[config.mk]
export PLATFORM = sky130hd
export DESIGN_NAME = pfg_port_f_g_io_mux
export DESIGN_NICKNAME = d
export VERILOG_FILES = /design/src/pfg_pkg.sv /design/src/pfg_port_f_g_io_mux.sv /design/src/pfg_pin_cell.sv
export SDC_FILE = /design/constraint.sdc
export NUM_CORES = 1
export LEC_CHECK = 0
export ABC_CLOCK_PERIOD_IN_PS = 4000
export BUFFER_PORTS_ARGS = -buffer_cell sky130_fd_sc_hd__buf_2
export CORE_MARGIN = 1.5
export CORE_UTILIZATION = 51
export DETAILED_ROUTE_END_ITERATION = 10
export GPL_TIMING_DRIVEN = 1
export PLACE_DENSITY = 0.86
export SYNTH_ARGS = -nofsm -noshare
export SYNTH_HDL_FRONTEND = slang
export SYNTH_SLANG_ARGS = --single-unit
[constraint.sdc]
create_clock -name clock -period 4 [get_ports clock]
set_input_delay 0.4 -clock clock [delete_from_list [all_inputs] [get_ports clock]]
set_output_delay 0.4 -clock clock [all_outputs]
set_load 0.01 [all_outputs]
[src/pfg_pkg.sv]
// Constants, register map and carrier types of the port F / port G pin block.
// Assumes a single-slave AHB-Lite segment with 32-bit data and one clock.

package pfg_pkg;

	// ----------------------------------------------------------------
	// Widths
	// ----------------------------------------------------------------
	localparam int PFG_WIDTH    = 8;
	localparam int PFG_DEC_BITS = 8;

	// ----------------------------------------------------------------
	// Register indices; byte address is four times the index
	// ----------------------------------------------------------------
	localparam logic [31:0] PFG_IDX_F_DATA  = 32'hFFFF_F060;
	localparam logic [31:0] PFG_IDX_G_DATA  = 32'hFFFF_F061;
	localparam logic [31:0] PFG_IDX_F_DIR   = 32'hFFFF_F064;
	localparam logic [31:0] PFG_IDX_G_DIR   = 32'hFFFF_F065;
	localparam logic [31:0] PFG_IDX_F_FUNC  = 32'hFFFF_F068;
	localparam logic [31:0] PFG_IDX_G_FUNC  = 32'hFFFF_F069;
	localparam logic [31:0] PFG_IDX_F_DRIVE = 32'hFFFF_F06C;

	// ----------------------------------------------------------------
	// Reset values and masks
	// ----------------------------------------------------------------
	localparam logic [7:0] PFG_LATCH_RST    = 8'hFF;
	localparam logic [7:0] PFG_CTRL_RST     = 8'h00;
	localparam logic [7:0] PFG_F_DRIVE_MASK = 8'h03;

	// ----------------------------------------------------------------
	// Port F alternate function bit positions
	// ----------------------------------------------------------------
	localparam int PFG_F_SB_DATA  = 0;
	localparam int PFG_F_SB_IN    = 1;
	localparam int PFG_F_SB_CLOCK = 2;
	localparam int PFG_F_DMA_REQUEST_CH2    = 3;
	localparam int PFG_F_DMA_ACKNOWLEDGE_CH2    = 4;
	localparam int PFG_F_DMA_REQUEST_CH3    = 5;
	localparam int PFG_F_DMA_ACKNOWLEDGE_CH3    = 6;
	localparam int PFG_F_TIMEBASE = 7;

	// ----------------------------------------------------------------
	// Port G alternate function groups
	// ----------------------------------------------------------------
	localparam int PFG_G_CAPTURE_LO = 0;
	localparam int PFG_G_COMPARE_LO = 4;
	localparam int PFG_G_GROUP      = 4;

	// ----------------------------------------------------------------
	// AHB-Lite codes
	// ----------------------------------------------------------------
	localparam logic [1:0] PFG_HTRANS_NONSEQ = 2'h2;
	localparam logic       PFG_HRESP_OKAY    = 1'b0;

	typedef enum logic [1:0] {
		PFG_PHASE_IDLE,
		PFG_PHASE_WRITE,
		PFG_PHASE_READ
	} pfg_phase_type;

	typedef struct packed {
		logic [PFG_WIDTH-1:0] latch;
		logic [PFG_WIDTH-1:0] dir;
		logic [PFG_WIDTH-1:0] func;
	} pfg_port_type;

	typedef struct packed {
		logic [PFG_WIDTH-1:0] value;
		logic [PFG_WIDTH-1:0] enable;
	} pfg_pins_type;

endpackage

[src/pfg_port_f_g_io_mux.sv]
// Port F and port G pin block with AHB-Lite register slave.
// Assumes one clock, pins synchronous to it and a single bus master.
//
// The implementer's own choice: the AHB-Lite interface to the registers.

module pfg_port_f_g_io_mux #(
	parameter int WIDTH = pfg_pkg::PFG_WIDTH
) (
	input  wire logic                 clock,
	input  wire logic                 resetn,
	// AHB-Lite slave
	input  wire logic                 hsel,
	input  wire logic [31:0]          haddr,
	input  wire logic [1:0]           htrans,
	input  wire logic                 hwrite,
	input  wire logic [2:0]           hsize,
	input  wire logic [31:0]          hwdata,
	input  wire logic                 hready,
	output logic                      hreadyout,
	output logic [31:0]               hrdata,
	output logic                      hresp,
	// Pads
	input  wire logic [WIDTH-1:0]     port_f_pin_in,
	output pfg_pkg::pfg_pins_type     port_f_pins,
	input  wire logic [WIDTH-1:0]     port_g_pin_in,
	output pfg_pkg::pfg_pins_type     port_g_pins,
	// Serial bus unit
	input  wire logic                 serial_bus_data_out,
	input  wire logic                 serial_bus_in_out,
	input  wire logic                 serial_bus_clock_out,
	output logic                      serial_bus_data_in,
	output logic                      serial_bus_in,
	output logic                      serial_bus_clock_in,
	// DMA controller and the competing port J
	output logic                      dma_request_ch2,
	output logic                      dma_request_ch3,
	input  wire logic                 dma_acknowledge_ch2,
	input  wire logic                 dma_acknowledge_ch3,
	input  wire logic [1:0]           port_j_dma_select,
	input  wire logic [1:0]           port_j_dma_request,
	output logic [1:0]                port_j_dma_acknowledge,
	// 32-bit timer unit
	output logic                      timebase_external_clock,
	output logic [3:0]                capture_trigger,
	input  wire logic [3:0]           compare_output
);

	import pfg_pkg::*;

	// ----------------------------------------------------------------
	// Register state
	// ----------------------------------------------------------------
	pfg_port_type           port_f;
	pfg_port_type           port_g;
	logic [WIDTH-1:0]       port_f_drive_type;
	pfg_phase_type          phase;
	logic [PFG_DEC_BITS-1:0] data_idx;

	logic [WIDTH-1:0]       f_alt_out;
	logic [WIDTH-1:0]       f_alt_in;
	logic [WIDTH-1:0]       g_alt_out;
	logic [WIDTH-1:0]       g_alt_in;
	logic [WIDTH-1:0]       f_open_drain;
	logic [WIDTH-1:0]       f_pin_out;
	logic [WIDTH-1:0]       f_pin_oe;
	logic [WIDTH-1:0]       g_pin_out;
	logic [WIDTH-1:0]       g_pin_oe;

	logic                   addr_accept;
	logic [PFG_DEC_BITS-1:0] addr_idx;
	logic [WIDTH-1:0]       next_read;
	logic [WIDTH-1:0]       f_view;
	logic [WIDTH-1:0]       g_view;
	logic                   wr_now;

	// ----------------------------------------------------------------
	// Bus address phase
	// ----------------------------------------------------------------
	// Whole-word accesses only; index sits above the byte offset bits
	assign addr_accept = hsel & hready & (htrans == PFG_HTRANS_NONSEQ);
	assign addr_idx    = haddr[PFG_DEC_BITS+1:2];
	assign hreadyout   = 1'b1;
	assign hresp       = PFG_HRESP_OKAY;
	assign wr_now      = (phase == PFG_PHASE_WRITE);

	always_ff @(posedge clock or negedge resetn) begin
		if (!resetn) begin
			phase    <= PFG_PHASE_IDLE;
			data_idx <= '0;
		end else if (hready) begin
			if (addr_accept) begin
				phase    <= hwrite ? PFG_PHASE_WRITE : PFG_PHASE_READ;
				data_idx <= addr_idx;
			end else begin
				phase <= PFG_PHASE_IDLE;
			end
		end
	end

	// ----------------------------------------------------------------
	// Read mux
	// ----------------------------------------------------------------
	// Input bits show the pad, output bits the latch
	assign f_view = (port_f_pin_in & ~port_f.dir) | (port_f.latch & port_f.dir);
	assign g_view = (port_g_pin_in & ~port_g.dir) | (port_g.latch & port_g.dir);

	always_comb begin
		case (addr_idx)
			PFG_IDX_F_DATA[PFG_DEC_BITS-1:0]:  next_read = f_view;
			PFG_IDX_G_DATA[PFG_DEC_BITS-1:0]:  next_read = g_view;
			PFG_IDX_F_DIR[PFG_DEC_BITS-1:0]:   next_read = port_f.dir;
			PFG_IDX_G_DIR[PFG_DEC_BITS-1:0]:   next_read = port_g.dir;
			PFG_IDX_F_FUNC[PFG_DEC_BITS-1:0]:  next_read = port_f.func;
			PFG_IDX_G_FUNC[PFG_DEC_BITS-1:0]:  next_read = port_g.func;
			PFG_IDX_F_DRIVE[PFG_DEC_BITS-1:0]: next_read = port_f_drive_type & PFG_F_DRIVE_MASK;
			default:                           next_read = '0;
		endcase
	end

	// Sampled in the address phase, so a read right behind a write sees the old value
	always_ff @(posedge clock or negedge resetn) begin
		if (!resetn) begin
			hrdata <= '0;
		end else if (addr_accept && !hwrite) begin
			hrdata <= {{(32-WIDTH){1'b0}}, next_read};
		end
	end

	// ----------------------------------------------------------------
	// Register writes
	// ----------------------------------------------------------------
	always_ff @(posedge clock or negedge resetn) begin
		if (!resetn) begin
			port_f.latch <= PFG_LATCH_RST;
			port_g.latch <= PFG_LATCH_RST;
		end else if (wr_now) begin
			// Latch loads whatever the direction
			if (data_idx == PFG_IDX_F_DATA[PFG_DEC_BITS-1:0]) begin
				port_f.latch <= hwdata[WIDTH-1:0];
			end
			if (data_idx == PFG_IDX_G_DATA[PFG_DEC_BITS-1:0]) begin
				port_g.latch <= hwdata[WIDTH-1:0];
			end
		end
	end

	always_ff @(posedge clock or negedge resetn) begin
		if (!resetn) begin
			port_f.dir  <= PFG_CTRL_RST;
			port_f.func <= PFG_CTRL_RST;
			port_g.dir  <= PFG_CTRL_RST;
			port_g.func <= PFG_CTRL_RST;
		end else if (wr_now) begin
			if (data_idx == PFG_IDX_F_DIR[PFG_DEC_BITS-1:0]) begin
				port_f.dir <= hwdata[WIDTH-1:0];
			end
			if (data_idx == PFG_IDX_G_DIR[PFG_DEC_BITS-1:0]) begin
				port_g.dir <= hwdata[WIDTH-1:0];
			end
			if (data_idx == PFG_IDX_F_FUNC[PFG_DEC_BITS-1:0]) begin
				port_f.func <= hwdata[WIDTH-1:0];
			end
			if (data_idx == PFG_IDX_G_FUNC[PFG_DEC_BITS-1:0]) begin
				port_g.func <= hwdata[WIDTH-1:0];
			end
		end
	end

	always_ff @(posedge clock or negedge resetn) begin
		if (!resetn) begin
			port_f_drive_type <= PFG_CTRL_RST;
		end else if (wr_now && data_idx == PFG_IDX_F_DRIVE[PFG_DEC_BITS-1:0]) begin
			// Only bits 0 and 1 hold; the rest stay zero
			port_f_drive_type <= hwdata[WIDTH-1:0] & PFG_F_DRIVE_MASK;
		end
	end

	// ----------------------------------------------------------------
	// Alternate function routing
	// ----------------------------------------------------------------
	always_comb begin
		f_alt_out                 = '0;
		f_alt_out[PFG_F_SB_DATA]  = serial_bus_data_out;
		f_alt_out[PFG_F_SB_IN]    = serial_bus_in_out;
		f_alt_out[PFG_F_SB_CLOCK] = serial_bus_clock_out;
		f_alt_out[PFG_F_DMA_ACKNOWLEDGE_CH2]    = dma_acknowledge_ch2;
		f_alt_out[PFG_F_DMA_ACKNOWLEDGE_CH3]    = dma_acknowledge_ch3;
	end

	assign serial_bus_data_in      = f_alt_in[PFG_F_SB_DATA];
	assign serial_bus_in           = f_alt_in[PFG_F_SB_IN];
	assign serial_bus_clock_in     = f_alt_in[PFG_F_SB_CLOCK];
	assign timebase_external_clock = f_alt_in[PFG_F_TIMEBASE];

	// Port F claims a channel first; port J is heard only when F leaves it
	assign dma_request_ch2 = port_f.func[PFG_F_DMA_REQUEST_CH2] ? f_alt_in[PFG_F_DMA_REQUEST_CH2]
		: (port_j_dma_select[0] & port_j_dma_request[0]);
	assign dma_request_ch3 = port_f.func[PFG_F_DMA_REQUEST_CH3] ? f_alt_in[PFG_F_DMA_REQUEST_CH3]
		: (port_j_dma_select[1] & port_j_dma_request[1]);
	assign port_j_dma_acknowledge[0] = port_j_dma_select[0] & ~port_f.func[PFG_F_DMA_ACKNOWLEDGE_CH2]
		& dma_acknowledge_ch2;
	assign port_j_dma_acknowledge[1] = port_j_dma_select[1] & ~port_f.func[PFG_F_DMA_ACKNOWLEDGE_CH3]
		& dma_acknowledge_ch3;

	assign g_alt_out = {compare_output, {PFG_G_GROUP{1'b0}}};
	assign capture_trigger = g_alt_in[PFG_G_CAPTURE_LO +: PFG_G_GROUP];

	assign f_open_drain = port_f_drive_type & PFG_F_DRIVE_MASK;

	// ----------------------------------------------------------------
	// Pin cells
	// ----------------------------------------------------------------
	for (genvar i = 0; i < WIDTH; i++) begin : g_pins
		pfg_pin_cell u_f (
			.dir        (port_f.dir[i]),
			.func       (port_f.func[i]),
			.latch      (port_f.latch[i]),
			.alt_out    (f_alt_out[i]),
			.open_drain (f_open_drain[i]),
			.pin_in     (port_f_pin_in[i]),
			.pin_out    (f_pin_out[i]),
			.pin_oe     (f_pin_oe[i]),
			.alt_in     (f_alt_in[i])
		);
		pfg_pin_cell u_g (
			.dir        (port_g.dir[i]),
			.func       (port_g.func[i]),
			.latch      (port_g.latch[i]),
			.alt_out    (g_alt_out[i]),
			.open_drain (1'b0),
			.pin_in     (port_g_pin_in[i]),
			.pin_out    (g_pin_out[i]),
			.pin_oe     (g_pin_oe[i]),
			.alt_in     (g_alt_in[i])
		);
	end

	assign port_f_pins.value  = f_pin_out;
	assign port_f_pins.enable = f_pin_oe;
	assign port_g_pins.value  = g_pin_out;
	assign port_g_pins.enable = g_pin_oe;

	logic after_reset;

	always_ff @(posedge clock or negedge resetn) begin
		if (!resetn) begin
			after_reset <= 1'b1;
		end else begin
			after_reset <= 1'b0;
		end
	end

	function automatic logic f_pin_cell_value0();
		f_pin_cell_value0 = port_f.func[0] ? serial_bus_data_out : port_f.latch[0];
	endfunction
endmodule

[src/pfg_pin_cell.sv]
// One pin of a general-purpose port: output mux, drive type, alternate input.
// Assumes the pad resolves its level from value and enable outside.

module pfg_pin_cell (
	input  wire logic dir,
	input  wire logic func,
	input  wire logic latch,
	input  wire logic alt_out,
	input  wire logic open_drain,
	input  wire logic pin_in,
	output logic      pin_out,
	output logic      pin_oe,
	output logic      alt_in
);

	logic drive_value;

	// Peripheral owns the pin only while its select bit is set
	assign drive_value = func ? alt_out : latch;

	always_comb begin
		pin_out = drive_value;
		pin_oe  = 1'b0;
		if (dir) begin
			if (open_drain) begin
				// Low is driven, high is released to the pull-up
				pin_out = 1'b0;
				pin_oe  = ~drive_value;
			end else begin
				pin_oe = 1'b1;
			end
		end
	end

	// Gated so an idle peripheral never sees a stray pin edge
	assign alt_in = func & pin_in;

endmodule

After elaboration in Yosys (flattened, before gate mapping)
Cells that the tools add are included.
{"block": "totals", "register_bits": 68, "latchBits": 0, "mem_bits_rw": 0, "rom_bits": 0, "in_bits": 103, "wordCells": 109, "mem_count": 0}
{"block": "classes", "add_sub_neg": 0, "mul": 0, "div": 0, "order_cmp": 0, "eq_ne": 16, "n_shift": 0, "n_mux": 43, "n_bitwise": 30, "n_reduce_logical": 10}
{"cell": "== test 8 x 7 -> 1 bit, second input constant", "count": 14}
{"cell": "one-hot mux 8 bit (7 select lines)", "count": 1}
{"cell": "two-way mux 1 bit", "count": 40}
{"cell": "AND 8 bit", "count": 4}
{"cell": "AND 1 bit", "count": 18}
{"cell": "inverter 8 bit", "count": 2}
{"cell": "OR 8 bit", "count": 2}
{"cell": "AND reduction 2 bit", "count": 7}
{"cell": "two-way mux 2 bit", "count": 2}
{"cell": "inverter 1 bit", "count": 4}
{"cell": "== test 2 x 1 -> 1 bit, second input constant", "count": 1}
{"cell": "== test 2 bit, second input constant", "count": 1}
{"cell": "logical AND 1 bit", "count": 2}
{"cell": "zero test 1 bit", "count": 1}

Depth between registers and ports, before layout
Gate-level depths: netlist of the first run.
{"block": "depth", "word_depth": 4, "depth_mapped": 6, "mapped_depth_nobuf": 4}

Hierarchy
From an unflattened synthesis of the first run, not the netlist that was laid out.
{"block": "hier_totals", "hier_cells": 348, "hier_area_um2": 4195.3}
{"mod": "pfg_port_f_g_io_mux", "n_inst": 1, "cells_each": 284, "area_each_um2": 3554.7, "seq_area_each_um2": 1721.7}
{"mod": "pfg_pin_cell", "n_inst": 16, "cells_each": 4, "area_each_um2": 40.0, "seq_area_each_um2": 0.0}

Worst setup path after synthesis of the first run
OpenSTA, ideal clock, no wires.
{"block": "synth_path", "path_kind": "register to register", "startpoint": "register data_idx[7]", "endpoint": "register, netlist name port_f[16]", "arrival_ns": 1.594, "slack_ns": 2.324, "stages_incl_launch_ff": 5, "path_buffers": 0, "period_less_slack_ns": 1.676, "path_cell_list": "dfrtp_1 > nand3b_4 > or3_4 > nor3b_4 > mux2_2"}
{"block": "synth_via", "elab_chain_cells": 2}
{"element": "start, declared", "line_no": "pfg_port_f_g_io_mux.sv:57", "rtl": "logic [PFG_DEC_BITS-1:0] data_idx;"}
{"element": "start signal, assigned", "line_no": "pfg_port_f_g_io_mux.sv:93", "rtl": "data_idx <= addr_idx;"}
{"element": "== test 8 x 7 -> 1 bit", "line_no": "pfg_port_f_g_io_mux.sv:138", "rtl": "if (data_idx == PFG_IDX_F_DATA[PFG_DEC_BITS-1:0]) begin"}
{"element": "AND reduction 2 bit (no line)"}
No other way between the ends.
A chain may end at the register's enable or synchronous reset.

Worst setup path after layout of the first run
{"block": "layout_path", "startpoint": "input port htrans[0]", "endpoint": "register hrdata[4]"}
{"block": "layout_via", "elab_chain_cells": 3}
{"element": "start, declared", "line_no": "pfg_port_f_g_io_mux.sv:14", "rtl": "input wire logic [1:0] htrans,"}
{"element": "== test 2 bit", "line_no": "pfg_port_f_g_io_mux.sv:80", "rtl": "assign addr_accept = hsel & hready & (htrans == PFG_HTRANS_NONSEQ);"}
{"element": "AND 1 bit", "line_no": "pfg_port_f_g_io_mux.sv:80"}
{"element": "logical AND 1 bit", "line_no": "pfg_port_f_g_io_mux.sv:124", "rtl": "end else if (addr_accept && !hwrite) begin"}
{"element": "end signal, assigned", "line_no": "pfg_port_f_g_io_mux.sv:125", "rtl": "hrdata <= {{(32-WIDTH){1'b0}}, next_read};"}
{"element": "end, declared", "line_no": "pfg_port_f_g_io_mux.sv:20", "rtl": "output logic [31:0] hrdata,"}
No other way between the ends.

==> flow_summary_export.csv, run 1 <==
group,metric,value,unit
run_status,outcome,"finished clean",
critical_path,crit_fanout,12,
power,cellPowerDensity,344.7,nW/µm²
timing,fmax,413.7,MHz
synth,ys_seq_elements,68,
power,swShare,25.68,%
floorplanning,die_y,91.26,µm
layout,layout_common_cells,"103 x buf_2, 68 x mux2_2, 52 x dfrtp_1, 26 x conb_1, 25 x mux2i_1",
clock_network,cts_root_buf,"clkbuf_8",
global_route,grt_max_degree,46,
clock_network,htree_levels,3,
critical_path,required,4.24,ns
critical_path,cp_slowest_stage_delay,0.97,ns
critical_path,cp-start-kind,"input port",
clock_network,cts_hold_buf,0,
drt,vias,2817,
synth,synth-seq-area-share,43.34,%
power,power.share.sequential,51.7,%
placement,io_buffers,103,
synth,synth_top_flop_cell,"dfrtp_1",
timing,rsz0062_at_grt,"false",
layout,diodes,0,
synth,yosysWarnings,0,
critical_path,end_kind,"flip-flop",
synth,syn_avg_cell_area,11.42,µm²
drt,dr.first_iter.drc_count,162,
timing,worst_slew_pin_slew,0.9906,ns
synth,ys_types,44,
power,switchingPower,388.2,µW
drt,drt-total-wl,8668,µm
timing,setup_viol,0,
floorplanning,start_util,53.62,%
drt,antenna_left,0,
timing,setup_tns,0,ns
power,power,1512,µW
critical_path,crit_slowest_cell,"nor4_1",
floorplanning,ios,181,
placement,place.gp.congestion,0.7895,
synth,synthCells,348,
timing,finClkSkew,0.006949,ns
timing,relSlewSlack,33.96,%
clock_network,post_cts_buffers,0,
floorplanning,core,7408,µm²
timing,fin_crit,2.417,ns
floorplanning,rows,31,
drt,first_pass_iters,5,
clock_network,cts_buffers,9,
flow_run,maxCapViolCount,0,
layout,mostFrequentLayoutCell,"buf_2",
timing,maxSlewViolCount,0,
drt,drcViolationCount,0,
layout,fin_nets,519,
global_route,grt_pass1_vias,2651,
global_route,track_usage,21.69,%
floorplanning,die-area,8327,µm²
power,comb_power_share,13.6,%
critical_path,worstReg2RegStart,"data_idx[7]",
critical_path,critPathArrivalTime,2.66,ns
power,leakage,0.002109,µW
critical_path,rr_endpoint,"port_g[23]",
critical_path,crit_chain,"buf_2 > nand4b_1 > nor4_1 > nand3b_1 > o221ai_1",
clock_network,clock_sink_count,68,
power,clkPwrFrac,34.7,%
clock_network,cts.repair.resized,0,
synth,synth-edff-count,0,
timing,min_period_over_period,60.43,%
clock_network,cts.path.max_buffers,2,
critical_path,ff2ff_path_depth,4,
global_route,antenna_found_initial,0,
critical_path,critical_path_class,"input port to flip-flop",
drt,wl_per_cell,16.67,µm
power,peakVddDrop,0.0001776,V
global_route,grt_first_pass_wirelength,13800,µm
global_route,gr-total-overflow,0,
clock_network,worstSkewPairLatency,0.34,ns
power,p_int,1124,µW
placement,hpwl,6241,µm
synth,syn_area,3973,µm²
timing,final-hold-violation-count,0,
critical_path,r2r_setup_slack,1.99,ns
drt,via_per_inst,5.417,
worst_hold_path,hold_path.class,"input port to asynchronous set/reset pin",
floorplanning,fp.dieW,91.26,µm
clock_network,clk_pin_slew,0.07,ns
layout,synthToLayoutAreaGrowth,10.39,%
synth,async_reset_ff_share,100.0,%
layout,drive_gt1_share,49.41,%
clock_network,cts_tree,"built",
[power groups by stage]
stage	clock, µW	sequential (µW)	combinational, µW
floorplan	0	775	170
global placement	0	788	199
detailed placement	0	792	206
CTS	535	780	207
global route	571	787	227
finish	525	781	205
[worst max-delay path: cells and delay by family]
family,cells,cell delay [ns]
and+or+nand+nor,3,1.87
buffers and inverters,1,0.09
AOI/OAI and AO/OA,1,0.30
[cell families after synthesis]
| family | share of synthesized area [%] |
|---|---|
| AO/OA/AOI/OAI | 5.890 |
| AND/OR/NAND/NOR | 11.72 |
| multiplexers | 25.86 |
| other | 0.1890 |
| buffers and inverters | 13.01 |
| flip-flops | 43.34 |
[worst max-delay path by stage]
stage / from / endpoint / cells past startpoint
after floorplan: data_idx[7] / port_f[16] / 4
after global placement: htrans[0] / hrdata[4] / 5
after detailed placement: htrans[0] / hrdata[4] / 5
after CTS: htrans[0] / hrdata[7] / 5
after global routing: htrans[0] / hrdata[4] / 5
final: htrans[0] / hrdata[4] / 5
[sequential cells by signal, indices dropped and copies added (netlist names)]
register and count:
port_f 24, hrdata 8, port_f_drive_type 2, phase 2
port_g 24, data_idx 8
[area by class of cell]
type | instances | area [µm²]
Clock buffer | 14 | 142.6
Sequential cell | 68 | 1722
Fill cell | 660 | 3023
Inverter | 4 | 15.01
Tap cell | 99 | 123.9
Timing Repair Buffer | 104 | 523.0
Clock inverter | 2 | 35.03
Multi-Input combinational cell | 229 | 1824
[cells in the mapped netlist, types with 2 or more instances]
cell type | instances | area [µm²]
dfstp_2 | 16 | 420.4
a21boi_0 | 4 | 30.03
o21ai_0 | 6 | 30.03
clkbuf_1 | 7 | 26.28
conb_1 | 2 | 7.510
o221ai_1 | 6 | 52.55
nor3_1 | 4 | 20.02
mux2i_1 | 25 | 250.2
buf_2 | 2 | 10.01
nand2b_1 | 3 | 18.77
inv_1 | 4 | 15.01
nand2_1 | 24 | 90.09
nor2_1 | 9 | 33.78
nand3_1 | 3 | 15.01
o311ai_0 | 2 | 17.52
o22ai_1 | 7 | 43.79
buf_4 | 62 | 465.5
a21oi_1 | 2 | 10.01
and2_1 | 8 | 50.05
nor4b_1 | 2 | 17.52
dfrtp_1 | 52 | 1301
nor3b_4 | 2 | 37.54
mux2_2 | 68 | 765.7
nor2b_1 | 7 | 43.79
or3b_2 | 2 | 17.52
[layer usage]
layer	GRT usage, %	share of wire, %	wire length, µm
met3	5.109	6.9	597
met2	34.02	48	4180
met4	8.203	1.9	162
met5	0	0	0
met1	29.11	43	3728
[through the flow]
step                area, µm²  std cells  setup slack, ns  util (%)  hold WS (ns)
finish                   4385        520            1.583     59.20        0.2284
global route             4385        520            1.308     59.20        0.2904
CTS                      4385        520            1.639     59.20        0.2463
detailed placement       4208        504            1.292     56.80        0.4787
global placement         4208        504            1.347     56.80        0.4645
floorplan                4063        372            2.324         -        0.1044
Power figures use the tool's default switching activity.
==> run 2, diff against run 1 <==
- ABC_CLOCK_PERIOD_IN_PS: 4000 -> 2250
- CORE_UTILIZATION: 51 -> 48
- PLACE_DENSITY: 0.86 -> 0.82
- clock period: 4 -> 2.25 ns (I/O delays scaled with it)
==> flow_summary_export.csv, run 2 (synthesis gave the netlist of run 1 again) <==
group,metric,value,unit
run_status,outcome,"finished clean",
layout,synthToLayoutAreaGrowth,13.10,%
timing,worst_slack,0.3225,ns
floorplanning,rows,32,
drt,antenna_left,0,
drt,drcViolationCount,0,
worst_hold_path,hold_path.class,"input port to flip-flop",
global_route,antenna_found_initial,0,
clock_network,cts_root_buf,"clkbuf_8",
critical_path,crit_slowest_cell,"dfrtp_1",
clock_network,cts_tree,"built",
floorplanning,core,7888,µm²
timing,worst_slew_pin_slew,0.5407,ns
drt,wl_per_cell,16.61,µm
critical_path,crit_chain,"nand3b_4 > or3_4 > nor3b_4 > buf_4 > mux2_2",
critical_path,crit_fanout,4,
drt,dr.first_iter.drc_count,114,
power,leakage,0.002176,µW
critical_path,r2r_setup_slack,0.32,ns
power,peakVddDrop,0.0002532,V
layout,mostFrequentLayoutCell,"buf_2",
power,power,2680,µW
layout,layout_common_cells,"103 x buf_2, 68 x mux2_2, 52 x dfrtp_1, 26 x conb_1, 25 x mux2i_1",
timing,setup_tns,0,ns
timing,setup_viol,0,
layout,seqCellArea,1722,µm²
drt,via_per_inst,5.239,
timing,rsz0062_at_grt,"false",
critical_path,critPathArrivalTime,2.20,ns
critical_path,required,2.52,ns
clock_network,cts.path.max_buffers,2,
flow_run,maxCapViolCount,0,
placement,hpwl,6590,µm
floorplanning,die_y,93.98,µm
layout,multi_input_area,1824,µm²
critical_path,end_kind,"flip-flop",
global_route,track_usage,21.48,%
global_route,grt_pass1_vias,2692,
timing,fmax,518.8,MHz
layout,fin_nets,532,
layout,num-fill-cells,694,
drt,first_pass_iters,4,
timing,maxSlewViolCount,0,
critical_path,cp_slowest_stage_delay,0.38,ns
timing,finClkSkew,0.004523,ns
layout,diodes,0,
global_route,gr-total-overflow,0,
global_route,grt_first_pass_wirelength,14070,µm
timing,fin_crit,1.928,ns
clock_network,cts_buffers,9,
floorplanning,fp.dieW,93.98,µm
critical_path,cp-start-kind,"flip-flop",
placement,dp_slack,0.3540,ns
floorplanning,start_util,50.36,%
floorplanning,ios,181,
global_route,grt_max_degree,27,
drt,drt-total-wl,8901,µm
layout,fin_util,56.96,%
placement,io_buffers,103,
placement,place.gp.congestion,0.7875,
clock_network,htree_levels,3,
timing,final-hold-violation-count,0,
clock_network,worstSkewPairLatency,0.34,ns
drt,vias,2808,
layout,drive_gt1_share,51.15,%
floorplanning,die-area,8831,µm²
timing,relSlewSlack,63.86,%
power,cellPowerDensity,596.6,nW/µm²
timing,min_period_over_period,85.67,%
critical_path,critical_path_class,"flip-flop to flip-flop",
clock_network,clk_pin_slew,0.07,ns
clock_network,clock_sink_count,68,
layout,largestRegisters,"port_f x24, port_g x24",
run 2: cell types whose count changed in the layout (fill, tap and decap cells not counted):
cell,delta
bufinv_16,-1
clkbuf_8,+3
dlygate4sd3_1,+1
buf_4,+12
clkbuf_1,-2
run 2: where the power goes:
part | total [µW] | switching, µW | internal (µW)
Sequential | 1390 | 83.1 | 1300
Combinational | 369 | 185 | 184
Clock | 924 | 434 | 491
Total | 2680 | 701 | 1980
run 2: final timing paths:
kind / startpoint / endpoint / cells after the start
worst min register to register: hrdata[0] / hrdata[0] / 2
worst max-delay path: data_idx[7] / port_g[19] / 5
min in group asynchronous: resetn / phase[0] / 2
worst max register to register: data_idx[7] / port_g[19] / 5
worst min-delay path: hready / phase[0] / 2
max in group asynchronous: resetn / port_g[19] / 3
run 2: area by class of cell:
type	instances	share of cell area, %
Tap cell	102	2.840
Clock inverter	1	0.1114
Sequential cell	68	38.32
Multi-Input combinational cell	229	40.60
Inverter	4	0.3342
Clock buffer	15	3.926
Timing Repair Buffer	117	13.87
run 2: timing repair:
item | in CTS | in global routing
hold buffers | 1 | 0
hold endpoints to repair | 18 | 0
setup endpoints to repair | 0 | 0
resized for setup | 0 | 0
setup buffers | 0 | 0
run 2: worst max-delay path, delay by kind of cell, from the launching register on:
family	cells	cell delay, ns
buffers and inverters	1	0.22
muxes	1	0.34
and+or+nand+nor	3	0.91
DFF	1	0.38
run 2: routing by layer:
layer	global-route usage, %	wire, µm	vias to the layer above
met1	27.43	3800	1359
li1	-	-	1318
met4	7.836	118	0
met3	4.045	515	8
met5	0	0	-
met2	36.23	4467	123
run 2: metrics by stage:
| stage | std cells | hold WS [ns] | cell area (µm²) |
|---|---|---|---|
| 3_3_place_gp | 519 | 0.2115 | 4302 |
| 5_1_grt | 536 | 0.1083 | 4493 |
| 6_report | 536 | 0.1050 | 4493 |
| 2_1_floorplan | 372 | -0.07059 | 4063 |
| 4_1_cts | 536 | 0.09754 | 4493 |
| 3_5_place_dp | 519 | 0.2274 | 4302 |
==> run 3, diff against run 2 <==
--- a/config.mk
+++ b/config.mk
@@ -8,4 +8,5 @@
 export ABC_CLOCK_PERIOD_IN_PS = 2250
 export BUFFER_PORTS_ARGS = -buffer_cell sky130_fd_sc_hd__buf_2
+export CORE_ASPECT_RATIO = 1.4
 export CORE_MARGIN = 1.5
 export CORE_UTILIZATION = 48
==> constraint.sdc (replaced) <==
create_clock -name clock -period 2.25 [get_ports clock]
set_input_delay 0.225 -clock clock [delete_from_list [all_inputs] [get_ports clock]]
set_output_delay 0.225 -clock clock [all_outputs]
set_load 0.1 [all_outputs]
==> flow_summary_export.csv, run 3 (synthesis gave the netlist of run 1 again) <==
group,metric,value,unit
global_route,grt_first_pass_wirelength,14300,µm
drt,vias,2809,
layout,drive_gt1_share,51.16,%
global_route,grt_util_met2,36.47,%
critical_path,crit_chain,"mux2_2 > a21boi_0 > buf_2",
power,peakVddDrop,0.0004285,V
critical_path,critPathArrivalTime,1.71,ns
critical_path,cpLargestDelayFamily,"buffers and inverters",
layout,largestRegisters,"port_f x24, port_g x24",
worst_hold_path,hold_path.class,"input port to flip-flop",
power,cellPowerDensity,802.1,nW/µm²
critical_path,critical_path_class,"flip-flop to output pin",
drt,first_pass_iters,4,
clock_network,htree_levels,3,
timing,rsz0062_at_grt,"false",
critical_path,critical_path_buf_inv_count,1,
power,power,3689,µW
timing,maxSlewViolCount,0,
floorplanning,die-area,8838,µm²
clock_network,post_cts_buffers,0,
floorplanning,rows,39,
timing,setup_viol,0,
power,leakage,0.002223,µW
placement,place_inst,515,
global_route,met1_usage,27.20,%
floorplanning,ios,181,
layout,layoutNonFillerInstCount,532,
floorplanning,die_y,110.6,µm
placement,place.gp.congestion,0.8381,
critical_path,end_kind,"output pin",
floorplanning,start_util,49.04,%
global_route,track_usage,21.38,%
critical_path,cp-start-kind,"flip-flop",
flow_run,maxCapViolCount,0,
drt,antenna_left,0,
floorplanning,core,8100,µm²
layout,diodes,0,
clock_network,cts_buffers,9,
layout,fin_area,4599,µm²
critical_path,crit_slowest_cell,"buf_2",
drt,drcViolationCount,0,
global_route,antenna_found_initial,0,
run_status,outcome,"finished clean",
placement,io_buffers,103,
global_route,grt_pass1_vias,2727,
timing,finClkSkew,0.004164,ns
timing,worst_slew_pin_slew,0.5319,ns
clock_network,cts.path.max_buffers,2,
critical_path,crit_fanout,4,
timing,min_period_over_period,86.20,%
drt,wl_per_cell,16.75,µm
worst_hold_path,hold_start,"hready",
drt,dr.first_iter.drc_count,227,
global_route,gr-total-overflow,0,
timing,final-hold-violation-count,0,
drt,drt-total-wl,8912,µm
placement,hpwl,6550,µm
timing,fmax,515.6,MHz
critical_path,cp_slowest_stage_delay,0.45,ns
global_route,grt_max_degree,27,
layout,mostFrequentLayoutCell,"buf_2",
timing,relSlewSlack,64.54,%
layout,synthToLayoutAreaGrowth,15.78,%
clock_network,worstSkewPairLatency,0.33,ns
floorplanning,fp.dieW,79.89,µm
layout,layout_common_cells,"103 x buf_2, 68 x mux2_2, 52 x dfrtp_1, 26 x conb_1, 25 x mux2i_1",
critical_path,critPathLaunch,"port_f[0]",
drt,via_per_inst,5.280,
critical_path,worstReg2RegStart,"phase[0]",
placement,place_area,4272,µm²
clock_network,clock_sink_count,68,
clock_network,clk_pin_slew,0.05,ns
critical_path,required,2.03,ns
global_route,grt_use_met3,2.893,%
clock_network,cts_root_buf,"clkbuf_16",
clock_network,cts_tree,"built",
timing,setup_tns,0,ns
layout,fin_nets,528,
global_route,busiest_layer,"met2",
timing,fin_crit,1.940,ns
[run 3: routing by layer]
metal	up-vias	wire length [µm]
met4	0	174
met5	-	0
met1	1396	3564
met2	96	4743
li1	1306	-
met3	11	430
[run 3: power by group]
group,total (µW),internal (µW),switching [µW]
Clock,1490,994,496
Sequential,1390,1310,84.8
Combinational,809,185,624
[run 3: repair_timing]
| item | in CTS | in global routing |
|---|---|---|
| hold endpoints to repair | 17 | 0 |
| hold buffers | 1 | 0 |
| gates resized for setup | 0 | 0 |
[run 3: through the flow]
stage               util [%]  hold WS, ns  worst slack, ns
finish                 56.78       0.1336           0.3104
global route           56.78       0.1358           0.2566
CTS                    56.78       0.1305           0.2974
detailed placement     52.73       0.2296           0.4358
global placement       52.73       0.2186           0.4822
floorplan                  -     -0.07059           0.2646
[run 3: layout make-up]
type	count	area [µm²]
Inverter	4	15.01
Timing Repair Buffer	113	593.1
Sequential cell	68	1722
Clock inverter	5	75.07
Multi-Input combinational cell	229	1824
Clock buffer	11	242.7
Tap cell	102	127.6
Fill cell	701	3501
[run 3: worst paths after layout]
path | cells after the start | slack (ns) | end
setup / recovery | 3 | 0.31 | port_f_pins[0]
hold / removal | 2 | 0.13 | phase[1]
setup reg to reg | 4 | 0.40 | port_f[0]
hold reg to reg | 2 | 0.47 | hrdata[0]
max in group asynchronous | 3 | 1.05 | port_g[23]
min in group asynchronous | 2 | 0.41 | data_idx[5]
[run 3: worst register-to-register path: cells and delay by family, from the launching register on]
| kind | cells | cell delay, ns |
|---|---|---|
| and+or+nand+nor | 2 | 0.91 |
| muxes | 1 | 0.41 |
| DFF | 1 | 0.33 |
| buffers and inverters | 1 | 0.08 |
